--- config.mk ---
export PLATFORM = sky130hd
export DESIGN_NAME = crm_routing
export DESIGN_NICKNAME = d
export VERILOG_FILES = /design/src/hdl/crm_pkg.sv /design/src/hdl/crm_sel_if.sv /design/src/hdl/crm_routing.sv /design/src/hdl/crm_const_sel.sv /design/src/hdl/crm_shift_swap.sv
export SDC_FILE = /design/constraint.sdc
export NUM_CORES = 1
export LEC_CHECK = 0
export BUFFER_PORTS_ARGS = -buffer_cell sky130_fd_sc_hd__buf_4
export CORE_AREA = 8 8 184 186
export DETAILED_ROUTE_END_ITERATION = 6
export DIE_AREA = 0 0 192 194
export GPL_ROUTABILITY_DRIVEN = 1
export PLACE_DENSITY = 0.48
export SLEW_MARGIN = 10
export SYNTH_ARGS = -nofsm -noshare
export SYNTH_HDL_FRONTEND = slang
export SYNTH_HIERARCHICAL = 1
export SYNTH_SLANG_ARGS = --single-unit
--- constraint.sdc ---
create_clock -name sys_clk -period 3.15 [get_ports sys_clk]
set_input_delay 0.315 -clock sys_clk [delete_from_list [all_inputs] [get_ports sys_clk]]
set_output_delay 0.315 -clock sys_clk [all_outputs]
set_load 0.01 [all_outputs]
--- src/hdl/crm_pkg.sv ---
package crm_pkg;
  localparam int WORD_W = 16;
  localparam int DEV_N = 4;
  localparam logic [WORD_W-1:0] CONST_ONE = 16'h0001;
  localparam logic [WORD_W-1:0] CONST_TWO = 16'h0002;
  localparam logic [WORD_W-1:0] START_VEC_RST = 16'h0000;
  localparam int BR_OFS_MSB = 7;
  localparam int LOOP_OFS_MSB = 5;

  typedef enum logic [1:0] {A_SRC = 2'h0, A_DST = 2'h1, A_BUS = 2'h2, A_PC = 2'h3} a_sel_type;
  typedef enum logic [1:0] {B_SRC = 2'h0, B_BUS = 2'h1, B_K0 = 2'h2, B_K1 = 2'h3} b_sel_type;
  typedef enum logic [1:0] {
    K0_ONE = 2'h0, K0_TWO = 2'h1, K0_SRC = 2'h2, K0_DST = 2'h3
  } k0_sel_type;
  typedef enum logic [1:0] {
    K1_TRAP = 2'h0, K1_START = 2'h1, K1_LOOP = 2'h2, K1_BRANCH = 2'h3
  } k1_sel_type;
  typedef enum logic [1:0] {
    SHF_PASS = 2'h0, SHF_SWAP = 2'h1, SHF_RIGHT = 2'h2, SHF_PC = 2'h3
  } shf_sel_type;
  typedef enum logic [1:0] {
    BRI_SHF = 2'h0, BRI_SYS = 2'h1, BRI_FAST = 2'h2, BRI_IBUS = 2'h3
  } br_in_sel_type;
  typedef enum logic [1:0] {BA_PC = 2'h0, BA_SRC = 2'h1, BA_DST = 2'h2, BA_EXP = 2'h3} ba_sel_type;
  typedef enum logic [1:0] {
    DISP_SHF = 2'h0, DISP_BUS = 2'h1, DISP_SRC = 2'h2, DISP_DST = 2'h3
  } disp_sel_type;

  typedef struct packed {
    a_sel_type a_sel;
    b_sel_type b_sel;
    k0_sel_type k0_sel;
    k1_sel_type k1_sel;
    shf_sel_type shf_sel;
    logic sr_from_shf;
    logic dr_from_shf;
    br_in_sel_type br_in_sel;
    ba_sel_type ba_sel;
    logic dmx_aux;
    logic ld_sr;
    logic ld_dr;
    logic ld_br;
  } uword_type;
  localparam int UWORD_W = 20;
  localparam uword_type UWORD_RST = 20'h00000;
endpackage

--- src/hdl/crm_sel_if.sv ---
`timescale 1ns/1ps
interface crm_sel_if import crm_pkg::*; #(parameter int W = WORD_W) ();
  logic [W-1:0] br;
  logic [W-1:0] pc;
  logic [W-1:0] trap_vec;
  logic [W-1:0] start_vec;
  logic [W-1:0] src_const;
  logic [W-1:0] dst_const;
  logic [W-1:0] alu_res;
  logic [W-1:0] k0_out;
  logic [W-1:0] k1_out;
  logic [W-1:0] shf_out;
  k0_sel_type k0_sel;
  k1_sel_type k1_sel;
  shf_sel_type shf_sel;
  modport core(output br, pc, trap_vec, start_vec, src_const, dst_const, alu_res,
    output k0_sel, k1_sel, shf_sel, input k0_out, k1_out, shf_out);
  modport konst(input br, trap_vec, start_vec, src_const, dst_const, k0_sel, k1_sel,
    output k0_out, k1_out);
  modport shifter(input alu_res, pc, shf_sel, output shf_out);
endinterface

--- src/hdl/crm_routing.sv ---
// Functional notes
// RULE_01: operand a picks source, destination, bus, pc
// RULE_02: operand b picks source, bus, two constant selectors
// RULE_03: step constants: one, two, source, destination
// RULE_04: vectors: trap, start, loop offset, branch offset
// RULE_05: shifter passes, swaps, shifts or substitutes pc
// RULE_06: source register input: general port or shifter
// RULE_07: destination register input: general port or shifter
// RULE_08: bus register input: shifter, buffered bus, fast, internal
// RULE_09: transfer address from pc, source or destination
// RULE_10: exponent value only for display, never addressed
// RULE_11: system bus data through selector; others from bus register
// RULE_12: implicit transfers: no address, internal bus, load strobe
// RULE_13: gate only chosen source, load only intended targets
// RULE_14: storage by load strobes, selection by multiplexers
// RULE_15: data display four words; address display from selector
// RULE_16: display choice follows sampled console switches
// RULE_17: pc write path bypasses the shifter
// RULE_18: offsets shifted and sign-extended from bus register
// RULE_19: controls held stable across the machine cycle
`timescale 1ns/1ps
module crm_routing import crm_pkg::*; #(
  parameter int W = WORD_W,
  parameter int NDEV = DEV_N,
  parameter logic [WORD_W-1:0] START_VEC = START_VEC_RST
) (
  // clock, reset, enable
  input wire logic sys_clk,
  input wire logic rst_b,
  input wire logic ce,
  // microword and cycle timing
  input wire logic cycle_start,
  input wire logic cycle_end,
  input wire uword_type uword,
  // storage and alu values
  input wire logic [W-1:0] sr_val,
  input wire logic [W-1:0] dr_val,
  input wire logic [W-1:0] br_val,
  input wire logic [W-1:0] pc_val,
  input wire logic [W-1:0] gen_src_rd,
  input wire logic [W-1:0] gen_dst_rd,
  input wire logic [W-1:0] trap_vec,
  input wire logic [W-1:0] src_const,
  input wire logic [W-1:0] dst_const,
  input wire logic [W-1:0] alu_res,
  input wire logic [W-1:0] exp_val,
  // inbound buses
  input wire logic t3,
  input wire logic [W-1:0] sys_bus_rd,
  input wire logic [W-1:0] fast_bus_rd,
  input wire logic [W-1:0] ibus_rd,
  input wire logic [W-1:0] aux_rd,
  // transfer requests
  input wire logic xfer_req,
  input wire logic impl_req,
  input wire logic impl_out,
  input wire logic [$clog2(NDEV)-1:0] impl_dev,
  // console switches
  input wire logic [1:0] sw_disp_sel,
  input wire logic sw_addr_hold,
  // alu and register feeds
  output logic [W-1:0] alu_a,
  output logic [W-1:0] alu_b,
  output logic [W-1:0] shf_out,
  output logic [W-1:0] pc_wr_data,
  output logic [W-1:0] sr_in,
  output logic [W-1:0] dr_in,
  output logic [W-1:0] br_in,
  output logic sr_load,
  output logic dr_load,
  output logic br_load,
  // outbound transfer
  output logic [W-1:0] xfer_addr,
  output logic xfer_addr_vld,
  output logic [W-1:0] sys_wr_data,
  output logic [W-1:0] fast_wr_data,
  output logic [W-1:0] ibus_wr_data,
  output logic ibus_drive,
  output logic [NDEV-1:0] dev_load,
  output logic [NDEV-1:0] dev_gate,
  // console lights
  output logic [W-1:0] disp_data,
  output logic [W-1:0] disp_addr
);
  uword_type uword_q;
  logic [W-1:0] sys_buf_q;
  disp_sel_type sw_disp_q;
  logic sw_hold_q;
  logic [W-1:0] disp_data_q;
  logic [W-1:0] disp_addr_q;
  logic [W-1:0] ba_mux;
  logic [NDEV-1:0] dev_hot;
  logic impl_in;

  crm_sel_if #(.W(W)) sel ();

  assign sel.br = br_val;
  assign sel.pc = pc_val;
  assign sel.trap_vec = trap_vec;
  assign sel.start_vec = START_VEC;
  assign sel.src_const = src_const;
  assign sel.dst_const = dst_const;
  assign sel.alu_res = alu_res;
  assign sel.k0_sel = uword_q.k0_sel;
  assign sel.k1_sel = uword_q.k1_sel;
  assign sel.shf_sel = uword_q.shf_sel;

  crm_const_sel #(.W(W)) u_const (
    .s(sel)
  );

  crm_shift_swap #(.W(W)) u_shift (
    .s(sel)
  );

  // microword held for the whole cycle
  always_ff @(posedge sys_clk or negedge rst_b) begin
    if (!rst_b) begin
      uword_q <= UWORD_RST;
    end else if (ce && cycle_start) begin
      uword_q <= uword; // RULE_19
    end
  end

  always_comb begin
    unique case (uword_q.a_sel)
      A_SRC: alu_a = sr_val; // RULE_01
      A_DST: alu_a = dr_val; // RULE_01
      A_BUS: alu_a = br_val; // RULE_01
      A_PC: alu_a = pc_val; // RULE_01
    endcase
  end

  always_comb begin
    unique case (uword_q.b_sel)
      B_SRC: alu_b = sr_val; // RULE_02
      B_BUS: alu_b = br_val; // RULE_02
      B_K0: alu_b = sel.k0_out; // RULE_02
      B_K1: alu_b = sel.k1_out; // RULE_02
    endcase
  end

  assign shf_out = sel.shf_out; // RULE_05
  assign pc_wr_data = alu_res; // RULE_17

  assign sr_in = uword_q.sr_from_shf ? sel.shf_out : gen_src_rd; // RULE_06
  assign dr_in = uword_q.dr_from_shf ? sel.shf_out : gen_dst_rd; // RULE_07

  // system bus word caught at every t3 while ce is high
  always_ff @(posedge sys_clk or negedge rst_b) begin
    if (!rst_b) begin
      sys_buf_q <= '0;
    end else if (ce && t3) begin
      sys_buf_q <= sys_bus_rd; // RULE_08
    end
  end

  always_comb begin
    unique case (uword_q.br_in_sel)
      BRI_SHF: br_in = sel.shf_out; // RULE_08
      BRI_SYS: br_in = sys_buf_q; // RULE_08
      BRI_FAST: br_in = fast_bus_rd; // RULE_08
      BRI_IBUS: br_in = ibus_rd; // RULE_08
    endcase
  end

  always_comb begin
    unique case (uword_q.ba_sel)
      BA_PC: ba_mux = pc_val; // RULE_09
      BA_SRC: ba_mux = sr_val; // RULE_09
      BA_DST: ba_mux = dr_val; // RULE_09
      BA_EXP: ba_mux = exp_val; // RULE_10
    endcase
  end

  assign xfer_addr = ba_mux;
  // exponent and implicit cycles never present an address
  assign xfer_addr_vld = xfer_req && !impl_req && uword_q.ba_sel != BA_EXP; // RULE_10 RULE_12

  assign sys_wr_data = uword_q.dmx_aux ? aux_rd : br_val; // RULE_11
  assign fast_wr_data = br_val; // RULE_11
  assign ibus_wr_data = br_val; // RULE_11 RULE_12

  // internal bus: one source gated, one target loaded
  always_comb begin
    dev_hot = '0;
    dev_hot[impl_dev] = 1'b1;
  end

  assign impl_in = impl_req && !impl_out;
  assign ibus_drive = impl_req && impl_out; // RULE_13
  assign dev_gate = impl_in ? dev_hot : '0; // RULE_13
  assign dev_load = (ibus_drive && ce && cycle_end) ? dev_hot : '0; // RULE_12 RULE_13

  assign sr_load = ce && cycle_end && uword_q.ld_sr; // RULE_14
  assign dr_load = ce && cycle_end && uword_q.ld_dr; // RULE_14
  // inbound implicit word lands only in the bus register
  assign br_load = ce && cycle_end && (uword_q.ld_br || impl_in); // RULE_12 RULE_14

  // console switches sampled before use
  always_ff @(posedge sys_clk or negedge rst_b) begin
    if (!rst_b) begin
      sw_disp_q <= DISP_SHF;
      sw_hold_q <= 1'b0;
    end else if (ce) begin
      sw_disp_q <= disp_sel_type'(sw_disp_sel); // RULE_16
      sw_hold_q <= sw_addr_hold; // RULE_16
    end
  end

  always_ff @(posedge sys_clk or negedge rst_b) begin
    if (!rst_b) begin
      disp_data_q <= '0;
    end else if (ce) begin
      unique case (sw_disp_q)
        DISP_SHF: disp_data_q <= sel.shf_out; // RULE_15
        DISP_BUS: disp_data_q <= br_val; // RULE_15
        DISP_SRC: disp_data_q <= sr_val; // RULE_15
        DISP_DST: disp_data_q <= dr_val; // RULE_15
      endcase
    end
  end

  always_ff @(posedge sys_clk or negedge rst_b) begin
    if (!rst_b) begin
      disp_addr_q <= '0;
    end else if (ce && !sw_hold_q) begin
      disp_addr_q <= ba_mux; // RULE_15 RULE_16
    end
  end

  assign disp_data = disp_data_q;
  assign disp_addr = disp_addr_q;
endmodule // crm_routing

--- src/hdl/crm_const_sel.sv ---
`timescale 1ns/1ps
module crm_const_sel import crm_pkg::*; #(
  parameter int W = WORD_W
) (
  // selector bundle
  crm_sel_if.konst s
);
  // offset: bits up to msb moved up one place, top bit copied upward
  function automatic logic [W-1:0] shift_sext(input logic [W-1:0] v, input int msb);
    logic [W-1:0] r;
    r = '0;
    for (int i = 1; i < W; i++) begin
      r[i] = (i - 1 <= msb) ? v[i-1] : v[msb];
    end
    return r;
  endfunction

  always_comb begin
    unique case (s.k0_sel)
      K0_ONE: s.k0_out = CONST_ONE; // RULE_03
      K0_TWO: s.k0_out = CONST_TWO; // RULE_03
      K0_SRC: s.k0_out = s.src_const; // RULE_03
      K0_DST: s.k0_out = s.dst_const; // RULE_03
    endcase
  end

  always_comb begin
    unique case (s.k1_sel)
      K1_TRAP: s.k1_out = s.trap_vec; // RULE_04
      K1_START: s.k1_out = s.start_vec; // RULE_04
      K1_LOOP: s.k1_out = shift_sext(s.br, LOOP_OFS_MSB); // RULE_18
      K1_BRANCH: s.k1_out = shift_sext(s.br, BR_OFS_MSB); // RULE_18
    endcase
  end
endmodule // crm_const_sel

--- src/hdl/crm_shift_swap.sv ---
`timescale 1ns/1ps
module crm_shift_swap import crm_pkg::*; #(
  parameter int W = WORD_W
) (
  // selector bundle
  crm_sel_if.shifter s
);
  always_comb begin
    unique case (s.shf_sel)
      SHF_PASS: s.shf_out = s.alu_res; // RULE_05
      SHF_SWAP: s.shf_out = {s.alu_res[W/2-1:0], s.alu_res[W-1:W/2]}; // RULE_05
      SHF_RIGHT: s.shf_out = {s.alu_res[W-1], s.alu_res[W-1:1]}; // RULE_05
      SHF_PC: s.shf_out = s.pc; // RULE_05
    endcase
  end
endmodule // crm_shift_swap

==> results of run 1 <==
==> metal layers <==
| layer | vias to the layer above | track usage (%) |
|---|---|---|
| li1 | 2710 | - |
| met1 | 3229 | 23.59 |
| met2 | 300 | 33.63 |
| met3 | 24 | 4.532 |
| met4 | 0 | 4.443 |
| met5 | - | 0 |
==> power by group <==
part	internal (mW)	switching, mW
combinational	1.60	1.13
sequential	1.10	0.287
clock	0.639	0.446
==> how the worst min path moves through the flow <==
stage                    start  cells after the start             to  slack (ps)
CTS                      rst_b                      1  sys_buf_q[11]         140
global route             rst_b                      1  sel.k1_sel[0]         160
finish                   rst_b                      1  sel.k0_sel[1]         110
global placement    uword_q[2]                      1     uword_q[2]         490
detailed placement  uword_q[1]                      1     uword_q[1]         490
floorplan                rst_b                      0   disp_addr[0]          20
==> worst max-delay path: stages (launching register included) <==
cell	delay (ps)
dfrtp_1	630
buf_4	270
mux4_1	710
mux4_2	500
buf_4	160
==> registers in the layout, summed over array words and instances, names as in the netlist <==
signal and flops:
sw_hold_q 1, sel.k1_sel 2, disp_addr 16, sel.k0_sel 2, uword_q 14, sys_buf_q 16
sw_disp_q 2, sel.shf_sel 2, disp_data 16
==> synthesized netlist by cell type, types with 2 or more instances <==
cell and number:
buf_2 26, buf_6 5, mux2_2 115, dfrtp_1 71, and3_1 2, mux2i_1 21, clkbuf_1 7, mux4_1 24
mux2_4 6, nor2b_1 15, o21ai_0 5, nand2_1 10, mux4_2 80, nor3_1 2, inv_1 3, nor2_1 8
buf_12 3, buf_4 51, a21oi_1 4, nand2b_1 3
==> kinds of logic after synthesis <==
| kind of cell | Yosys count | synth area share [%] |
|---|---|---|
| DFF | 71 | 26.28 |
| buffers and inverters | 96 | 9.920 |
| and+or+nand+nor | 43 | 3.295 |
| muxes | 246 | 59.58 |
| other | 1 | 0.05547 |
| AOI/OAI and AO/OA | 11 | 0.8699 |
==> stage by stage <==
step	setup slack [ps]	total power, mW	cell area, sq um
3_3_place_gp	617.2	4.164	10520
2_1_floorplan	1144	2.719	6817
4_1_cts	182.7	5.313	10830
5_1_grt	111.0	5.487	10830
6_report	225.2	5.200	10830
3_5_place_dp	588.7	4.183	10520
==> final cells by class <==
| class | count | area, sq um | share of cell area (%) |
|---|---|---|---|
| Tap cell | 402 | 503.0 | 4.644 |
| Timing Repair Buffer | 512 | 3856 | 35.60 |
| Sequential cell | 71 | 1777 | 16.40 |
| Clock inverter | 6 | 68.82 | 0.6353 |
| Antenna cell | 2 | 5.005 | 0.04621 |
| Clock buffer | 10 | 239.0 | 2.206 |
| Multi-Input combinational cell | 316 | 4372 | 40.36 |
| Inverter | 3 | 11.26 | 0.1040 |
==> impl_results.md, run 1 <==
- Metal2 WL: 18.92 mm
- Filler cells: 3183
- CP max FO: 11
- Largest net degree at the start of global routing: 62
- Fin nets: 1187
- Setup TNS: 0 ps
- GRT overflow: 0
- Least-Margin Pin Slew: 1086 ps
- Post-CTS Setup Inserts: 0
- Wire length of the first global-routing pass: 51.81 mm
- RSZ-0062 raised after global routing: no
- # IOs: 495
- Tot GR Track Use: 19.28%
- Outcome: completed
- Met1 WL: 15.18 mm
- Worst vdd ir: 0.2239 mV
- Worst r2r dst: disp_data[14]
- Number of global-route vias before repair: 7052
- Routed Antenna Nets: 0
- Launching point of the worst reg2reg path: sel.shf_sel[0]
- H-tree levels: 3
- Layout cells sized above 1: 79.52%
- Power Dens Cells: 480.1 nW/um^2
- Slew HR: 27.62%
- Syn Std Cell Area: 6760 sq um
- PortBufs: 494
- Area contributors post-synth: mux4_2, dfrtp_1, mux2_2
- Clock Path Buffers: 2
- Warnings from Yosys: 6
- Post-synth cell types: 27
- 1st-iter DRT viols: 257
- Dpl cells: 1304
- Core area: 31070 sq um
- Arrival time worst endpoint: 2610 ps
- Commonest cells after routing, fill and taps aside: buf_4, mux2_2, mux4_2
- R2r setup slk: 670 ps
- Core Util, Final: 34.87%
- Final Wtd Congestion: 0.7592
- DPL Wire Length: 31.03 mm
- DR WL/cell: 28.21 um
- Initial antenna violation count: 2
- CP Data Required Time: 2830 ps
- Die X: 192 um
- Async S/R FF share, synth: 100.0%
- Cell taking the most area after synthesis: mux4_2
- Clock Latency Late Sink: 340 ps
- Vias after detailed routing: 6263
- Root Driver: clkbuf_16
- Hold_ws: 105.5 ps
- Synthesized instance count: 468
- Worst setup path endpoint: br_in[14]
- Vias per inst: 4.738
- Synth top area share: 26.65%
- Fmax: 0.3419 GHz
- Synth Flop Type: dfrtp_1
- DRC: 0
- Synthesized area per cell: 14.44 sq um
- Register area share after synthesis: 26.28%
- Hold_buf cts: 0
- Layout Skew: 10.88 ps
- Final wirelength: 37.29 mm
- Drt pass-1 iters: 4
- CP Class: reg2out
- Worst setup SP type: register
- Starting density of the core: 21.76%
- Post-cts resize count: 0
- Final min period: 2925 ps
- Die area: 37250 sq um
- CP Capture Type: output pin
- Finished Layout Cells: 1322
- Die Ht: 194 um
- Maxcap violations: 0
- Metal3 WL: 2.562 mm
- Final Hold Fails: 0
- DR top layer: met4
- # setup viols final: 0
- Tightest Hold Check Type: in2async
- CTS tree: built
- Reg clk slew, reported paths: 70 ps
- EDFF count, synth: 0
- Reg2Reg Depth: 4
- #FFs+latches synth: 71
- Final worst path period share: 92.85%
- Static leakage: 4.995 nW
- Clock sinks: 71
- # rows: 65
- Layout overhead on the synthesized area: 60.23%
- Worst setup startpoint: sel.shf_sel[0]
- Fin. max-slew vios: 0
- CTS buffer count: 9
- Commonest non-fill, non-tap cell in the layout: buf_4
No activity file was read; power rests on OpenSTA's default activity.
==> run 2: changes to the inputs <==
Settings changed: PLACE_DENSITY 0.48 to unset.
==> impl_results.md, run 2 (same netlist as run 1, synthesis figures left out) <==
- Layout cells sized above 1: 79.43% (-0.090 points)
- Die area: 37250 sq um (unchanged)
- Combinational share of power: 53.7% (+1.2 points)
- PortBufs: 494 (unchanged)
- Vias after detailed routing: 6260 (-0.048%)
- Layout overhead on the synthesized area: 59.13%
- Post-cts resize count: 0 (unchanged)
- Outcome: completed
- CTS buffer count: 9 (unchanged)
- Maxcap violations: 0 (unchanged)
- Largest net degree at the start of global routing: 72 (+16%)
- Sw frac: 36.23% (+0.47 points)
- Reg clk slew, reported paths: 60 ps (about the same)
- Post-DP Area: 10480 sq um (-0.33%)
- # rows: 65 (unchanged)
- Clock sinks: 71 (unchanged)
- Static leakage: 4.961 nW (-0.68%)
- Switching Power: 1.842 mW (-0.94%)
- CP max FO: 10 (-1)
- Internal cell power: 3.242 mW (-2.9%)
- Root Driver: clkbuf_16
- DPL Wire Length: 30.52 mm (-1.6%)
- Worst setup SP type: register
- Hold_ws: 155.2 ps (+49.69 ps)
- CTS tree: built
- GRT overflow: 0 (unchanged)
- Reg2Reg Depth: 3 (-1)
- Sequential Area: 1777 sq um (unchanged)
- Initial antenna violation count: 0 (-2)
- Multi-input gate area: 4372 sq um (unchanged)
- Starting density of the core: 21.76% (unchanged)
- Die X: 192 um (unchanged)
- Fmax: 0.3521 GHz (+3.0%)
- Number of global-route vias before repair: 6821 (-3.3%)
- Post-CTS Setup Inserts: 0 (unchanged)
- Worst setup path endpoint: alu_b[6]
- Final worst path period share: 90.16% (-2.7 points)
- Final Hold Fails: 0 (unchanged)
- CP Capture Type: output pin
- Drt pass-1 iters: 4 (unchanged)
- DP Worst Slack: 673.8 ps (+85.06 ps)
- Worst vdd ir: 0.2123 mV (-5.1%)
- # IOs: 495 (unchanged)
- Finished Cell Area: 10760 sq um (-0.68%)
- Filler cells: 3170 (-0.41%)
- Core area: 31070 sq um (unchanged)
- Clock Power Share: 19.5% (-1.4 points)
- Wire length of the first global-routing pass: 51.12 mm (-1.3%)
- Setup TNS: 0 ps (unchanged)
- Power Dens Cells: 472.6 nW/um^2 (-1.6%)
- Vias per inst: 4.757 (+0.41%)
- Clock Latency Late Sink: 350 ps (about the same)
- H-tree levels: 3 (unchanged)
- Launching point of the worst reg2reg path: sel.shf_sel[1]
- DRC: 0 (unchanged)
- Tightest Hold Check Type: in2async
- Commonest cells after routing, fill and taps aside: buf_4, mux2_2, mux4_2
- 1st-iter DRT viols: 362 (+41%)
- Layout Skew: 11.11 ps (+0.2309 ps)
- Slew HR: 32.20% (+4.6 points)
- Worst setup margin: 309.9 ps (+84.72 ps)
- Hold_buf cts: 0 (unchanged)
- N_diodes: 0 (-2)
- R2r setup slk: 830 ps (+160 ps)
- Routed Antenna Nets: 0 (unchanged)
- Clock Path Buffers: 2 (unchanged)
- CP Class: reg2out
- CP Data Required Time: 2830 ps (about the same)
- Tot GR Track Use: 19.01% (-0.28 points)
- Final wirelength: 36.63 mm (-1.8%)
- Worst setup startpoint: sel.k1_sel[0]
- Total power after layout: 5.084 mW (-2.2%)
- Final Wtd Congestion: 0.8240 (+8.5%)
- RSZ-0062 raised after global routing: no
- Worst r2r dst: disp_data[3]
- Least-Margin Pin Slew: 1017 ps (-68.78 ps)
- Die Ht: 194 um (unchanged)
- # setup viols final: 0 (unchanged)
- DR WL/cell: 27.83 um (-1.3%)
- Fin nets: 1184 (-0.25%)
- Fin. max-slew vios: 0 (unchanged)
- Arrival time worst endpoint: 2530 ps (-80 ps)
- Final min period: 2840 ps (-84.72 ps)
- Sequential power share: 26.8% (+0.2 points)
- Commonest non-fill, non-tap cell in the layout: buf_4
## run 2: changes by cell type in the layout (fill, tap and decap cells not counted), sizes merged
cell and change:
bufinv -1, inv -1, clkinv +1, diode -2, buf -3
## run 2: worst min-delay path by stage
stage | from | endpoint | slack [ps] | depth (start not counted)
after global routing | uword[13] | sel.k1_sel[1] | 180 | 2
final | rst_b | sys_buf_q[1] | 160 | 1
after global placement | uword_q[2] | uword_q[2] | 480 | 1
after floorplan | rst_b | disp_addr[0] | 20 | 0
after detailed placement | uword_q[2] | uword_q[2] | 490 | 1
after CTS | rst_b | sys_buf_q[1] | 170 | 1
## run 2: worst max-delay path, stage by stage, from the launching register on
cell,delay (ps)
dfrtp_1,670
buf_4,300
mux2_2,350
mux2_2,260
mux4_2,460
buf_4,160
## run 2: area by class of cell
| cell class | instances | area share, % |
|---|---|---|
| multi-input cells | 316 | 40.64 |
| repair buffers | 509 | 35.52 |
| flip-flops and latches | 71 | 16.52 |
| well taps | 402 | 4.676 |
| clock buffers | 10 | 2.221 |
| clock inverters | 5 | 0.3257 |
| inverters | 3 | 0.1047 |
## run 2: per-stage QoR
stage | util (%) | cells
2_1_floorplan | - | 483
3_3_place_gp | 33.75 | 1301
3_5_place_dp | 33.75 | 1301
4_1_cts | 34.63 | 1316
5_1_grt | 34.63 | 1316
6_report | 34.63 | 1316
## run 2: layer usage
metal | vias to the layer above | track usage (%) | part of all wire [%]
met5 | - | 0 | 0
met4 | 0 | 3.679 | 1.3
met3 | 27 | 4.928 | 8.0
met2 | 339 | 32.96 | 51
met1 | 3207 | 23.41 | 39
li1 | 2687 | - | -
## run 2: power groups by stage
stage	clock [mW]	combinational [mW]	sequential (mW)
6_report	0.991	2.73	1.36
5_1_grt	1.07	2.89	1.39
4_1_cts	1.04	2.78	1.36
3_5_place_dp	0	2.77	1.38
3_3_place_gp	0	2.76	1.37
2_1_floorplan	0	1.47	1.25
==> run 3: changes to the inputs <==
Settings changed: CORE_AREA 8 8 184 186 to 2 2 194 196, DIE_AREA 0 0 192 194 to 0 0 196 198, REMOVE_ABC_BUFFERS set to 1.
==> impl_results.md, run 3 (same netlist as run 1, synthesis figures left out) <==
- Outcome: completed
- # rows: 71 (+9.2%)
- CP Class: reg2out
- CTS tree: built
- GRT overflow: 0 (unchanged)
- Worst setup SP type: register
- Commonest cells after routing, fill and taps aside: buf_4, mux2_2, mux4_2
- Wire length of the first global-routing pass: 50.09 mm (-2.0%)
- DR WL/cell: 26.66 um (-4.2%)
- Hold_ws: 52.83 ps (-102.4 ps)
- Worst setup startpoint: sel.k1_sel[1]
- Reg2Reg Depth: 3 (unchanged)
- PortBufs: 494 (unchanged)
- Final Hold Fails: 0 (unchanged)
- RSZ-0062 raised after global routing: no
- H-tree levels: 3 (unchanged)
- Post-DP Area: 10630 sq um (+1.4%)
- Drt pass-1 iters: 4 (unchanged)
- Static leakage: 5.051 nW (+1.8%)
- Routed Antenna Nets: 0 (unchanged)
- Layout overhead on the synthesized area: 62.58%
- 1st-iter DRT viols: 241 (-33%)
- Least-Margin Pin Slew: 1020 ps (+2.784 ps)
- DRC: 0 (unchanged)
- Worst setup path endpoint: alu_b[5]
- Fin. max-slew vios: 0 (unchanged)
- Largest net degree at the start of global routing: 55 (-24%)
- Final min period: 2763 ps (-77.62 ps)
- Launching point of the worst reg2reg path: sel.shf_sel[1]
- Core area: 36960 sq um (+19%)
- CP max FO: 22 (+12)
- Die X: 196 um (+2.1%)
- CP Data Required Time: 2830 ps (about the same)
- Hold_buf cts: 0 (unchanged)
- Tightest Hold Check Type: in2async
- Setup TNS: 0 ps (unchanged)
- Clock Latency Late Sink: 360 ps (about the same)
- Starting density of the core: 18.29% (-3.5 points)
- Post-cts resize count: 0 (unchanged)
- Die area: 38810 sq um (+4.2%)
- Total power after layout: 5.451 mW (+7.2%)
- Vias after detailed routing: 6351 (+1.5%)
- Worst r2r dst: disp_data[11]
- CTS buffer count: 9 (unchanged)
- Layout cells sized above 1: 79.83% (+0.40 points)
- Layout Skew: 9.993 ps (-1.119 ps)
- Reg clk slew, reported paths: 70 ps (about the same)
- Tot GR Track Use: 18.63% (-0.38 points)
- # setup viols final: 0 (unchanged)
- Final wirelength: 37.21 mm (+1.6%)
- Fin nets: 1191 (+0.59%)
- Root Driver: clkbuf_16
- Die Ht: 198 um (+2.1%)
- Power Dens Cells: 495.9 nW/um^2 (+4.9%)
- Final worst path period share: 87.70% (-2.5 points)
- N_diodes: 0 (unchanged)
- Commonest non-fill, non-tap cell in the layout: buf_4
- Post-CTS Setup Inserts: 0 (unchanged)
- Fmax: 0.3620 GHz (+2.8%)
- # IOs: 495 (unchanged)
- Finished Cell Area: 10990 sq um (+2.2%)
- Final Wtd Congestion: 0.8192 (-0.58%)
- Slew HR: 32.02% (-0.19 points)
- R2r setup slk: 870 ps (+40 ps)
- Clock sinks: 71 (unchanged)
- Clock Path Buffers: 2 (unchanged)
- Initial antenna violation count: 4 (+4)
- Vias per inst: 4.549 (-4.4%)
- Arrival time worst endpoint: 2450 ps (-80 ps)
- CP Capture Type: output pin
- Number of global-route vias before repair: 6617 (-3.0%)
- DPL Wire Length: 30.23 mm (-0.95%)
- Maxcap violations: 0 (unchanged)
- Worst vdd ir: 0.2572 mV (+21%)
-- run 3: worst min path at each step --
stage	from	endpoint	slack, ps
finish	rst_b	uword_q[9]	50
global route	rst_b	uword_q[9]	90
CTS	rst_b	uword_q[9]	90
detailed placement	rst_b	uword_q[9]	480
global placement	rst_b	uword_q[9]	460
floorplan	rst_b	disp_addr[0]	20
-- run 3: per-layer routing --
metal	vias to the layer above	track usage (%)	share of wire (%)
li1	2719	-	-
met1	3240	22.61	40
met2	349	33.37	51
met3	39	4.139	6.8
met4	4	4.714	1.7
met5	-	0	0.067
-- run 3: layout make-up --
class,count,area (sq um)
multi-input cells,316,4377
clock inverters,5,103.9
clock buffers,11,252.7
flip-flops and latches,71,1779
repair buffers,516,3874
inverters,3,11.26
fillers,3813,25960
well taps,474,593.1
-- run 3: power by group --
group / internal (mW) / total (mW) / switching [mW]
Combinational: 1.60 / 2.77 / 1.17
Sequential: 1.10 / 1.38 / 0.286
Clock: 0.819 / 1.29 / 0.474
-- run 3: worst max-delay path: stages (launching register included) --
cell and delay [ps]:
dfrtp_1 1010, o21ai_0 380, mux4_2 540, buf_4 160
-- run 3: per-stage QoR --
stage / utilization (%) / setup WS, ps / std cells
floorplan: - / 818.4 / 390
global placement: 28.78 / 722.7 / 1380
detailed placement: 28.78 / 714.0 / 1380
CTS: 29.74 / 314.0 / 1396
global route: 29.74 / 261.6 / 1396
finish: 29.74 / 387.5 / 1396
